### config.mk
export PLATFORM = sky130hd
export DESIGN_NAME = vafc_regs
export DESIGN_NICKNAME = d
export VERILOG_FILES = /design/src/core/vafc_pkg.sv /design/src/core/vafc_regs.sv
export SDC_FILE = /design/constraint.sdc
export NUM_CORES = 1
export LEC_CHECK = 0
export BUFFER_PORTS_ARGS = -buffer_cell sky130_fd_sc_hd__buf_2
export CORE_ASPECT_RATIO = 0.7
export CORE_MARGIN = 10
export CORE_UTILIZATION = 45
export DETAILED_ROUTE_END_ITERATION = 8
export PLACE_DENSITY = 0.68
export SETUP_SLACK_MARGIN = 0.05
export SKIP_LAST_GASP = 1
export SYNTH_ARGS = -nofsm -noshare
export SYNTH_HDL_FRONTEND = slang
export SYNTH_SLANG_ARGS = --single-unit
### constraint.sdc
create_clock -name REF_CLK_I -period 6.7 [get_ports REF_CLK_I]
set_clock_uncertainty 0.15 [all_clocks]
set_input_delay 0.335 -clock REF_CLK_I [delete_from_list [all_inputs] [get_ports REF_CLK_I]]
set_output_delay 0.335 -clock REF_CLK_I [all_outputs]
set_load 0.02 [all_outputs]
### src/core/vafc_pkg.sv
/*
  Package for the video adjust / FIFO control register bank: register
  offsets, field positions, reset values and the packed carriers.
  Assumes a 40 MHz register clock and an APB master with 32-bit data.
*/
package vafc_pkg;

  // Printed offsets are not all multiples of four, so they are indices
  localparam logic [7:0] IDX_EXT_OUTPUT    = 8'h04;
  localparam logic [7:0] IDX_GEN_OUTPUT    = 8'h05;
  localparam logic [7:0] IDX_FIFO_CONTROL  = 8'h07;
  localparam logic [7:0] IDX_LUMA_GAIN     = 8'h08;
  localparam logic [7:0] IDX_CHROMA_GAIN   = 8'h09;
  localparam logic [7:0] IDX_LEVEL_OFFSET  = 8'h0a;
  localparam logic [7:0] IDX_PHASE_ROT     = 8'h0b;
  localparam logic [7:0] IDX_FALLBACK_LUMA = 8'h0c;
  localparam logic [7:0] IDX_FALLBACK_CHR  = 8'h0d;
  localparam logic [7:0] IDX_OUTPUT_FORMAT = 8'h03;
  localparam logic [7:0] IDX_STATUS        = 8'h10;

  // Reset values
  localparam logic [7:0] RST_FIFO_CONTROL  = 8'h04;
  localparam logic [7:0] RST_LUMA_GAIN     = 8'h80;
  localparam logic [7:0] RST_CHROMA_GAIN   = 8'h80;
  localparam logic [7:0] RST_LEVEL_OFFSET  = 8'h00;
  localparam logic [7:0] RST_PHASE_ROT     = 8'h00;
  localparam logic [7:0] RST_FALLBACK_LUMA = 8'h10;
  localparam logic [7:0] RST_FALLBACK_CHR  = 8'h88;
  localparam logic [7:0] RST_EXT_OUTPUT    = 8'h0c;
  localparam logic [7:0] RST_GEN_OUTPUT    = 8'h00;
  localparam logic [7:0] RST_OUTPUT_FORMAT = 8'h00;

  // Field positions
  localparam int FIFO_RESET_BIT   = 5;
  localparam int AUTO_RESET_BIT   = 6;
  localparam int FLAG_TIMING_BIT  = 7;
  localparam int FORCE_FB_BIT     = 0;
  localparam int AUTO_FB_BIT      = 1;
  localparam int RANGE_BIT        = 0;
  localparam int BT656_NEW_BIT    = 7;
  localparam int LOW_EN_BIT       = 4;
  localparam int HIGH_EN_BIT      = 5;
  localparam int LINE_LOCK_BIT    = 7;
  localparam int EXTRA_SEL_LSB    = 4;
  localparam int FORMAT_SEL_LSB   = 2;

  localparam int EXTRA_PINS       = 12;
  localparam int GEN_OUTS         = 4;
  localparam logic [2:0] EXTRA_NONE = 3'h0;
  localparam logic [3:0] FORMAT_GPO_A = 4'h2;   // 16-bit formats leave pins free
  localparam logic [3:0] FORMAT_GPO_B = 4'h4;

  localparam logic [3:0] LOOKUP_MAX_IDX = 4'hf;

  // Decoded pixel: luma, cb and cr
  typedef struct packed {
    logic [7:0] luma;
    logic [7:0] cb;
    logic [7:0] cr;
  } vafc_pixel_t;

  // Adjustment settings delivered to the video path
  typedef struct packed {
    logic [7:0] luma_gain;
    logic [7:0] chroma_gain;
    logic [7:0] level_offset;
    logic [7:0] phase_rotation;
    logic       full_range;
    logic       bt656_new;
  } vafc_adjust_t;

  // FIFO control delivered to the output FIFO
  typedef struct packed {
    logic [4:0] flag_margin;
    logic       flag_timing_select;
    logic       fifo_clear;
  } vafc_fifo_ctl_t;

endpackage : vafc_pkg

### src/core/vafc_regs.sv
/*
  Register bank for the output side of a video decoder: FIFO control,
  picture adjustment, fallback substitution, extended and general output
  control. Sits as an APB slave on a 40 MHz clock; the video path and FIFO
  take the settings from the struct outputs, and the decoder supplies
  lock status and field end as synchronous single-clock inputs.
*/
// Implementation choice: the APB interface to the registers.
// Notes on behaviour
// - five-bit flag margin in FIFO control
// - writing bit 5 one resets FIFO
// - FIFO reset bit clears itself
// - bit 6 resets FIFO every field end
// - bit 7 picks flag timing clock
// - eight-bit luma gain, resets to 0x80
// - chroma gain: -42, 0, +6 dB points
// - level offset, signed plus/minus 3 dB
// - phase rotation, signed plus/minus 90 degrees
// - bit 0 forces fallback values
// - bit 1 enables automatic fallback
// - auto fallback follows loss of lock
// - bits 7:2 hold fallback luma
// - range bit: studio or full codes
// - bit selects newer or older BT.656
// - extra pins select; none means undriven
// - general outputs follow programmed values, gated
// - low enable drives general outputs 0,1
// - high enable drives general outputs 2,3
// - line lock status replaces output 0
module vafc_regs (
  input  wire logic                  REF_CLK_I,
  input  wire logic                  RST_I,
  input  wire logic                  PSEL_I,
  input  wire logic                  PENABLE_I,
  input  wire logic                  PWRITE_I,
  input  wire logic [11:0]           PADDR_I,
  input  wire logic [31:0]           PWDATA_I,
  input  wire logic [3:0]            PSTRB_I,
  output logic      [31:0]           PRDATA_O,
  output logic                       PREADY_O,
  output logic                       PSLVERR_O,
  input  wire logic                  VIDEO_LOCK_I,
  input  wire logic                  LINE_LOCK_I,
  input  wire logic                  FIELD_END_I,
  input  wire vafc_pkg::vafc_pixel_t PIXEL_I,
  output vafc_pkg::vafc_pixel_t      PIXEL_O,
  output vafc_pkg::vafc_adjust_t     ADJUST_O,
  output vafc_pkg::vafc_fifo_ctl_t   FIFO_CTL_O,
  output logic      [7:0]            CHROMA_GAIN_Q8_O,
  output logic      [2:0]            EXTRA_PINS_SEL_O,
  output logic      [11:0]           EXTRA_PINS_OE_N_O,
  output logic      [3:0]            GEN_OUT_O,
  output logic      [3:0]            GEN_OUT_OE_N_O
);

  logic [7:0] fifo_control;
  logic [7:0] luma_gain_control;
  logic [7:0] chroma_gain_control;
  logic [7:0] level_offset_control;
  logic [7:0] phase_rotation_control;
  logic [7:0] fallback_luma_control;
  logic [7:0] fallback_chroma_control;
  logic [7:0] ext_output_control;
  logic [7:0] gen_output_control;
  logic [7:0] output_format_control;
  logic       access;
  logic       wr_en;
  logic [9:0] word_idx;
  logic       mapped;
  logic [7:0] rd_byte;
  logic       use_fallback;
  logic       gpo_format_ok;
  logic [3:0] next_gen_out;
  logic [7:0] chroma_gain_q8;

  // Zero-wait slave: every access phase completes in its first cycle
  assign access   = PSEL_I & PENABLE_I;
  assign word_idx = PADDR_I[11:2];
  assign wr_en    = access & PWRITE_I & PSTRB_I[0] & (PADDR_I[1:0] == 2'h0);

  // Address decode and read mux
  always_comb begin
    mapped  = 1'b1;
    rd_byte = 8'h00;
    unique case (word_idx)
      {2'h0, vafc_pkg::IDX_OUTPUT_FORMAT}: rd_byte = output_format_control;
      {2'h0, vafc_pkg::IDX_EXT_OUTPUT}:    rd_byte = ext_output_control;
      {2'h0, vafc_pkg::IDX_GEN_OUTPUT}:    rd_byte = gen_output_control;
      {2'h0, vafc_pkg::IDX_FIFO_CONTROL}:  rd_byte = fifo_control;
      {2'h0, vafc_pkg::IDX_LUMA_GAIN}:     rd_byte = luma_gain_control;
      {2'h0, vafc_pkg::IDX_CHROMA_GAIN}:   rd_byte = chroma_gain_control;
      {2'h0, vafc_pkg::IDX_LEVEL_OFFSET}:  rd_byte = level_offset_control;
      {2'h0, vafc_pkg::IDX_PHASE_ROT}:     rd_byte = phase_rotation_control;
      {2'h0, vafc_pkg::IDX_FALLBACK_LUMA}: rd_byte = fallback_luma_control;
      {2'h0, vafc_pkg::IDX_FALLBACK_CHR}:  rd_byte = fallback_chroma_control;
      {2'h0, vafc_pkg::IDX_STATUS}:        rd_byte = {5'h00, LINE_LOCK_I, VIDEO_LOCK_I, use_fallback};
      default:                             mapped  = 1'b0;
    endcase
  end

  // APB answer, registered; unmapped or misaligned addresses flag an error
  always_ff @(posedge REF_CLK_I or posedge RST_I) begin
    if (RST_I) begin
      PRDATA_O  <= 32'h0000_0000;
      PREADY_O  <= 1'b0;
      PSLVERR_O <= 1'b0;
    end else begin
      PREADY_O  <= PSEL_I & ~PENABLE_I;
      PSLVERR_O <= PSEL_I & ~PENABLE_I & (~mapped | (PADDR_I[1:0] != 2'h0));
      if (PSEL_I & ~PENABLE_I & ~PWRITE_I) begin
        PRDATA_O <= {24'h00_0000, rd_byte};
      end
    end
  end

  // Writes land only in the completing access cycle (PREADY_O high)
  function automatic logic hit(input logic [7:0] idx);
    hit = wr_en & PREADY_O & (word_idx == {2'h0, idx});
  endfunction : hit

  // FIFO control; the reset bit is a one-shot so software never clears it
  always_ff @(posedge REF_CLK_I or posedge RST_I) begin
    if (RST_I) begin
      fifo_control <= vafc_pkg::RST_FIFO_CONTROL;
    end else if (hit(vafc_pkg::IDX_FIFO_CONTROL)) begin
      fifo_control <= PWDATA_I[7:0];
    end else begin
      fifo_control[vafc_pkg::FIFO_RESET_BIT] <= 1'b0;
    end
  end

  // Picture adjustment registers; signed codes pass to the video path as is
  always_ff @(posedge REF_CLK_I or posedge RST_I) begin
    if (RST_I) begin
      luma_gain_control      <= vafc_pkg::RST_LUMA_GAIN;
      chroma_gain_control    <= vafc_pkg::RST_CHROMA_GAIN;
      level_offset_control   <= vafc_pkg::RST_LEVEL_OFFSET;
      phase_rotation_control <= vafc_pkg::RST_PHASE_ROT;
    end else begin
      if (hit(vafc_pkg::IDX_LUMA_GAIN))    luma_gain_control      <= PWDATA_I[7:0];
      if (hit(vafc_pkg::IDX_CHROMA_GAIN))  chroma_gain_control    <= PWDATA_I[7:0];
      if (hit(vafc_pkg::IDX_LEVEL_OFFSET)) level_offset_control   <= PWDATA_I[7:0];
      if (hit(vafc_pkg::IDX_PHASE_ROT))    phase_rotation_control <= PWDATA_I[7:0];
    end
  end

  // Fallback and output-control registers
  always_ff @(posedge REF_CLK_I or posedge RST_I) begin
    if (RST_I) begin
      fallback_luma_control   <= vafc_pkg::RST_FALLBACK_LUMA;
      fallback_chroma_control <= vafc_pkg::RST_FALLBACK_CHR;
      ext_output_control      <= vafc_pkg::RST_EXT_OUTPUT;
      gen_output_control      <= vafc_pkg::RST_GEN_OUTPUT;
      output_format_control   <= vafc_pkg::RST_OUTPUT_FORMAT;
    end else begin
      if (hit(vafc_pkg::IDX_FALLBACK_LUMA)) fallback_luma_control   <= PWDATA_I[7:0];
      if (hit(vafc_pkg::IDX_FALLBACK_CHR))  fallback_chroma_control <= PWDATA_I[7:0];
      if (hit(vafc_pkg::IDX_EXT_OUTPUT))    ext_output_control      <= PWDATA_I[7:0];
      if (hit(vafc_pkg::IDX_GEN_OUTPUT))    gen_output_control      <= PWDATA_I[7:0];
      if (hit(vafc_pkg::IDX_OUTPUT_FORMAT)) output_format_control   <= PWDATA_I[7:0];
    end
  end

  // FIFO control to the FIFO; a clear is a pulse from either source
  always_ff @(posedge REF_CLK_I or posedge RST_I) begin
    if (RST_I) begin
      FIFO_CTL_O <= '0;
    end else begin
      FIFO_CTL_O.flag_margin        <= fifo_control[4:0];
      FIFO_CTL_O.flag_timing_select <= fifo_control[vafc_pkg::FLAG_TIMING_BIT];
      FIFO_CTL_O.fifo_clear         <= fifo_control[vafc_pkg::FIFO_RESET_BIT]
                                     | (fifo_control[vafc_pkg::AUTO_RESET_BIT] & FIELD_END_I);
    end
  end

  // Adjust settings to the video path
  always_ff @(posedge REF_CLK_I or posedge RST_I) begin
    if (RST_I) begin
      ADJUST_O <= '0;
    end else begin
      ADJUST_O.luma_gain      <= luma_gain_control;
      ADJUST_O.chroma_gain    <= chroma_gain_control;
      ADJUST_O.level_offset   <= level_offset_control;
      ADJUST_O.phase_rotation <= phase_rotation_control;
      ADJUST_O.full_range     <= ext_output_control[vafc_pkg::RANGE_BIT];
      ADJUST_O.bt656_new      <= ext_output_control[vafc_pkg::BT656_NEW_BIT];
    end
  end

  // Piecewise-linear linear gain, Q1.7: code 0 is about -42 dB (1/128),
  // 0x80 unity, 0xFF near 2x (+6 dB). Linear pieces keep it monotonic.
  always_comb begin
    if (chroma_gain_control[7]) begin
      chroma_gain_q8 = {1'b1, chroma_gain_control[6:0]};
    end else begin
      chroma_gain_q8 = {1'b0, chroma_gain_control[6:0]} + 8'h01;
    end
  end

  // Fallback substitution: forced, or automatic while lock is lost
  assign use_fallback = fallback_luma_control[vafc_pkg::FORCE_FB_BIT]
                      | (fallback_luma_control[vafc_pkg::AUTO_FB_BIT] & ~VIDEO_LOCK_I);

  // Pixel output register; fallback luma gets two zero LSBs, chroma nibbles
  always_ff @(posedge REF_CLK_I or posedge RST_I) begin
    if (RST_I) begin
      PIXEL_O          <= '0;
      CHROMA_GAIN_Q8_O <= 8'h00;
    end else begin
      CHROMA_GAIN_Q8_O <= chroma_gain_q8;
      if (use_fallback) begin
        PIXEL_O.luma <= {fallback_luma_control[7:2], 2'h0};
        PIXEL_O.cr   <= {fallback_chroma_control[7:4], 4'h0};
        PIXEL_O.cb   <= {fallback_chroma_control[3:0], 4'h0};
      end else begin
        PIXEL_O <= PIXEL_I;
      end
    end
  end

  // Extra pins: the "none" selection releases all twelve drivers
  always_ff @(posedge REF_CLK_I or posedge RST_I) begin
    if (RST_I) begin
      EXTRA_PINS_SEL_O  <= vafc_pkg::EXTRA_NONE;
      EXTRA_PINS_OE_N_O <= 12'hfff;
    end else begin
      EXTRA_PINS_SEL_O  <= ext_output_control[vafc_pkg::EXTRA_SEL_LSB +: 3];
      EXTRA_PINS_OE_N_O <= {vafc_pkg::EXTRA_PINS{ext_output_control[vafc_pkg::EXTRA_SEL_LSB +: 3]
                                                 == vafc_pkg::EXTRA_NONE}};
    end
  end

  // General outputs only exist in formats that leave those pins free
  assign gpo_format_ok =
    (output_format_control[vafc_pkg::FORMAT_SEL_LSB +: 4] == vafc_pkg::FORMAT_GPO_A) |
    (output_format_control[vafc_pkg::FORMAT_SEL_LSB +: 4] == vafc_pkg::FORMAT_GPO_B);

  // Output 0 shows line lock instead of its bit when enabled
  always_comb begin
    next_gen_out = gen_output_control[3:0];
    if (gen_output_control[vafc_pkg::LINE_LOCK_BIT]) begin
      next_gen_out[0] = LINE_LOCK_I;
    end
  end

  // One driver enable per pin; pairs share the low or high enable bit
  for (genvar g = 0; g < vafc_pkg::GEN_OUTS; g++) begin : g_gen_out
    always_ff @(posedge REF_CLK_I or posedge RST_I) begin
      if (RST_I) begin
        GEN_OUT_O[g]      <= 1'b0;
        GEN_OUT_OE_N_O[g] <= 1'b1;
      end else begin
        GEN_OUT_O[g]      <= next_gen_out[g];
        GEN_OUT_OE_N_O[g] <= ~(gpo_format_ok &
                              gen_output_control[(g < 2) ? vafc_pkg::LOW_EN_BIT
                                                         : vafc_pkg::HIGH_EN_BIT]);
      end
    end
  end

endmodule : vafc_regs

# == Word level (Yosys, flattened, before mapping) ==
# Index checks and enable logic that the tools add are counted.
# classes
add_sub_neg,1
mul,0
div_mod_pow,0
n_lt_le_gt_ge,0
n_eq_ne,13
shifts,0
n_mux,6
bitwise_logic,32
n_reduce_logical,4
# op_table
cell,count
one-hot mux 8 bit (11 select lines),1
equality test 10 x 4 -> 1 bit (second input constant),6
equality test 10 x 3 -> 1 bit (second input constant),3
2-to-1 mux 24 bit,1
bitwise AND 1 bit,22
OR reduction 11 bit,1
equality test 10 x 2 -> 1 bit (second input constant),1
equality test 10 x 5 -> 1 bit (second input constant),1
adder 7 x 1 -> 8 bit (second input constant),1
2-to-1 mux 8 bit,1
inverter 1 bit,6
equality test 4 x 2 -> 1 bit (second input constant),1
equality test 4 x 3 -> 1 bit (second input constant),1
bitwise OR 1 bit,4
logical NOT 3 bit,1
2-to-1 mux 1 bit,3
logical NOT 2 bit,1
nonzero test 2 bit,1
# totals
reg_bits,173
latchBits,0
ram_bits,0
romBits,0
inputBits,80
output_inout_bits,130
wordCells,91
memories,0

# == Longest topological paths before layout ==
# depth
ltp_word,7
mapped_depth,7

# == Least setup slack after synthesis ==
# No wires, ideal clock.
# synth_path
path_type,input to register
startpoint,in PADDR_I[7]
endpoint,reg phase_rotation_control[0]
setup_ns,0.125
arrival_ns,1.735
t_required_ns,6.425
path_slack_ns,4.690
path_stages,7
n_path_buf,2
path_cell_list,nor3_1 > and3_1 > buf_6 > and2b_4 > and3_4 > buf_12 > mux2_4
# synth_between
elab_chain_cells,2
# synth_rtl
item,line_no,text
start: declaration,vafc_regs.sv:36,"input wire logic [11:0] PADDR_I,"
equality test 10 x 4 -> 1 bit,vafc_regs.sv:118,"hit = wr_en & PREADY_O & (word_idx == {2'h0, idx});"
bitwise AND 1 bit,vafc_regs.sv:118,
end signal: assignment,vafc_regs.sv:138,phase_rotation_control <= vafc_pkg::RST_PHASE_ROT;
end signal: assignment,vafc_regs.sv:143,if (hit(vafc_pkg::IDX_PHASE_ROT)) phase_rotation_control <= PWDATA_I[7:0];
end: declaration,vafc_regs.sv:60,logic [7:0] phase_rotation_control;
# No other way between the ends.
# A chain may end at the register's enable or synchronous reset.

# == Worst setup path after layout ==
# layout_path
startpoint,in PADDR_I[2]
endpoint,reg output_format_control[1]
# layout_between
elab_chain_cells,2
# layout_rtl
item,line_no,text
equality test 10 x 2 -> 1 bit,vafc_regs.sv:118,
bitwise AND 1 bit,vafc_regs.sv:118,
end signal: assignment,vafc_regs.sv:154,output_format_control <= vafc_pkg::RST_OUTPUT_FORMAT;
end signal: assignment,vafc_regs.sv:160,if (hit(vafc_pkg::IDX_OUTPUT_FORMAT)) output_format_control <= PWDATA_I[7:0];
end: declaration,vafc_regs.sv:65,logic [7:0] output_format_control;
# No other way between the ends.

==> results.yml <==
timing:
  worstMarginPinSlew_ps: 1170
  post-route-period-util: 0.391
  clock.fmax_ghz: 0.382
  slew_viol_final: 0
  hold_violations: 0
  rsz0062_at_grt: "false"
  finalSetupViolCount: 0
  tns_ps: 0
  period_needed_ps: 2620
  slew_headroom: 0.221
synth:
  synth.distinct_cells: 63
  yosys_warnings: 0
  async_reset_ff_frac: 1.00
  synth-main-ff-cell: "dfrtp_1"
  synth_edf_count: 0
  ys_seq_area_frac: 0.606
  ys_seq_elements: 173
  avgSynthCellArea_um2: 14.3
  syn_inst: 502
  synth_area_um2: 7160
drt:
  routed_via_density: 5.31
  vias: 4665
  drtIter0Drc: 327
  drc: 0
  routed_wl_um: 18700
  avgRoutedWirePerCell_um: 21.2
  antenna_left: 0
  drtPass1Iterations: 5
die:
  die_w_um: 171
  die-area_um2: 21400
  fp.coreArea_um2: 15500
  ios: 210
  row_count: 38
  die_h_um: 126
  start_util: 0.461
global_routing:
  antenna_found_initial: 2
  overflow: 0
  grt_use_total: 0.177
  grt_first_pass_wirelength_um: 29300
  grt_pass1_vias: 5060
  grt_max_degree: 96
critical_path:
  required_ps: 6860
  worstSetupPathType: "in -> reg"
  critPathMaxFanout: 20
  worstPathArrival_ps: 2780
  critPathLaunchType: "primary input"
  cp-end-kind: "register"
flow_run:
  cap_violations: 0
layout:
  largest_reg_flops: 34
  seq_area_um2: 4340
  multi_input_area_um2: 2480
  drive_gt1_frac: 0.480
  syn2layout_area_growth_pct: 22.5
  layout.nets: 745
  fillCellCount: 1278
  reg_top3: "ADJUST_O (34), PIXEL_O (24)"
  largest_register: "ADJUST_O"
power:
  finalPower_mw: 2.22
  leakagePower_nw: 4.44
  irDropWorstVdd_uv: 173
  p_per_area_nw_per_um2: 253
clocking:
  cts_buffer_depth: 2
  ctsHtreeMaxLevel: 4
  insertion_delay_ps: 420
  cts_sinks: 173
  clk_pin_slew_ps: 60
  numCtsBuffers: 17
  cts_tree: "yes"
  clockRootBuffer: "clkbuf_16"
  cts_resized: 0
place:
  gp_congestion: 0.858
  port_buffers: 158
  hpwlAfterDp_um: 13400
outcome:
  status: "finished clean"
min_path:
  hp-class: "in -> reg"
cell usage in the layout, fill, tap and decap left out, types with 3 or more instances in the layout:
master,Yosys,routed
dfrtp_1,162,162
buf_2,7,158
mux2_2,91,91
dlygate4sd3_1,0,26
conb_1,1,24
nand2_1,19,19
clkbuf_16,0,17
nor2_1,14,14
dfstp_2,11,11
and2_1,11,11
o21ai_0,9,9
mux2_4,8,8
mux4_2,8,8
mux2i_1,8,8
nand4_1,6,6
xnor2_1,6,6
nand3_1,6,6
nor3_1,5,5
nor2b_1,5,5
a32oi_1,5,5
clkinv_2,0,4
clkbuf_8,0,4
and3_1,3,3
nand2b_1,3,3
a221oi_1,3,3
a21oi_1,4,3
bufinv_16,0,3
clkinv_4,0,3
where the power goes:
group / internal (mW) / leakage, nW / switching [mW] / total [mW]
registers: 1.06 / 2.30 / 0.00477 / 1.06
clock network: 0.626 / 0.310 / 0.394 / 1.02
logic: 0.0462 / 1.82 / 0.0962 / 0.142
final timing paths:
| path | from | end | slack (ps) | cells past startpoint |
|---|---|---|---|---|
| worst max-delay path | PADDR_I[2] | output_format_control[1]$_DFFE_PP0P_ | 4080 | 6 |
| worst min-delay path | PIXEL_I[15] | PIXEL_O[15]$_DFF_PP0_ | 20 | 2 |
| worst max register to register | PREADY_O$_DFF_PP0_ | gen_output_control[5]$_DFFE_PP0P_ | 4510 | 4 |
| worst min register to register | level_offset_control[5]$_DFFE_PP0P_ | ADJUST_O[15]$_DFF_PP0_ | 240 | 0 |
| max in group asynchronous | RST_I | GEN_OUT_O[3]$_DFF_PP0_ | 4440 | 4 |
| min in group asynchronous | RST_I | ADJUST_O[32]$_DFF_PP0_ | 490 | 3 |
Yosys cell counts, types with 2 or more instances:
library cell / n / area, um2
clkbuf_1: 7 / 26.3
a222oi_1: 2 / 20.0
mux2_2: 91 / 1020
and3_1: 3 / 18.8
nor2b_1: 5 / 31.3
nor2_2: 2 / 12.5
and2_1: 11 / 68.8
nor3_1: 5 / 25.0
buf_2: 7 / 35.0
nand4b_1: 2 / 17.5
nor2_1: 14 / 52.6
a211o_1: 2 / 17.5
mux2i_1: 8 / 80.1
xnor2_1: 6 / 52.6
a22o_1: 2 / 17.5
mux4_2: 8 / 180
nand2_1: 19 / 71.3
and4_1: 2 / 17.5
inv_1: 3 / 11.3
a32oi_1: 5 / 43.8
buf_4: 38 / 285
a22oi_1: 2 / 15.0
nand2b_1: 3 / 18.8
a31oi_1: 2 / 12.5
nand3_1: 6 / 30.0
a221oi_1: 3 / 26.3
dfrtp_1: 162 / 4050
mux2_4: 8 / 120
nand4_1: 6 / 37.5
dfstp_2: 11 / 289
o21bai_1: 2 / 15.0
a41oi_1: 2 / 17.5
o21ai_0: 9 / 45.0
buf_1: 12 / 45.0
a21oi_1: 4 / 20.0
critical path, cell delays in order:
cell and delay, ps:
buf_2 520, nor4b_2 310, buf_4 230, and4_1 340, nor2b_1 610, mux2_2 420
what timing repair did:
action,CTS,global route
hold endpoints to repair,112,2
setup buffers,0,0
hold buffers,24,2
cell type report:
class                      count  area share
inverter                       3     0.00185
clock buffer                  22      0.0552
multi-input combinational    283       0.282
clock inverter                10      0.0155
sequential                   173       0.495
antenna                        2    0.000570
tap                          200      0.0285
timing repair buffer         186       0.121
layer usage:
layer | global-route usage | share of wire
met1 | 0.231 | 0.44
met2 | 0.268 | 0.46
met3 | 0.0739 | 0.091
met4 | 0.0432 | 0.012
met5 | 0 | 0.00038
cell families after synthesis:
family | synth area share
flip-flops | 0.606
multiplexers | 0.196
AND/OR/NAND/NOR | 0.0821
buffers and inverters | 0.0606
AO/OA/AOI/OAI | 0.0440
XOR/XNOR | 0.00856
adder cells (fa/ha/maj) | 0.00175
other | 0.000524
through the flow:
| step | std cells | hold slack, ps | cell area [um2] | util | setup WS (ps) |
|---|---|---|---|---|---|
| final | 879 | 22.3 | 8780 | 0.565 | 4080 |
| after CTS | 875 | 0.277 | 8750 | 0.563 | 4120 |
| after global routing | 877 | 13.1 | 8770 | 0.564 | 3930 |
| after global placement | 819 | 228 | 7890 | 0.508 | 3730 |
| after floorplan | 525 | 214 | 7250 | - | 1540 |
| after detailed placement | 819 | 232 | 7890 | 0.508 | 3680 |
(Power assumes the default switching activity.)
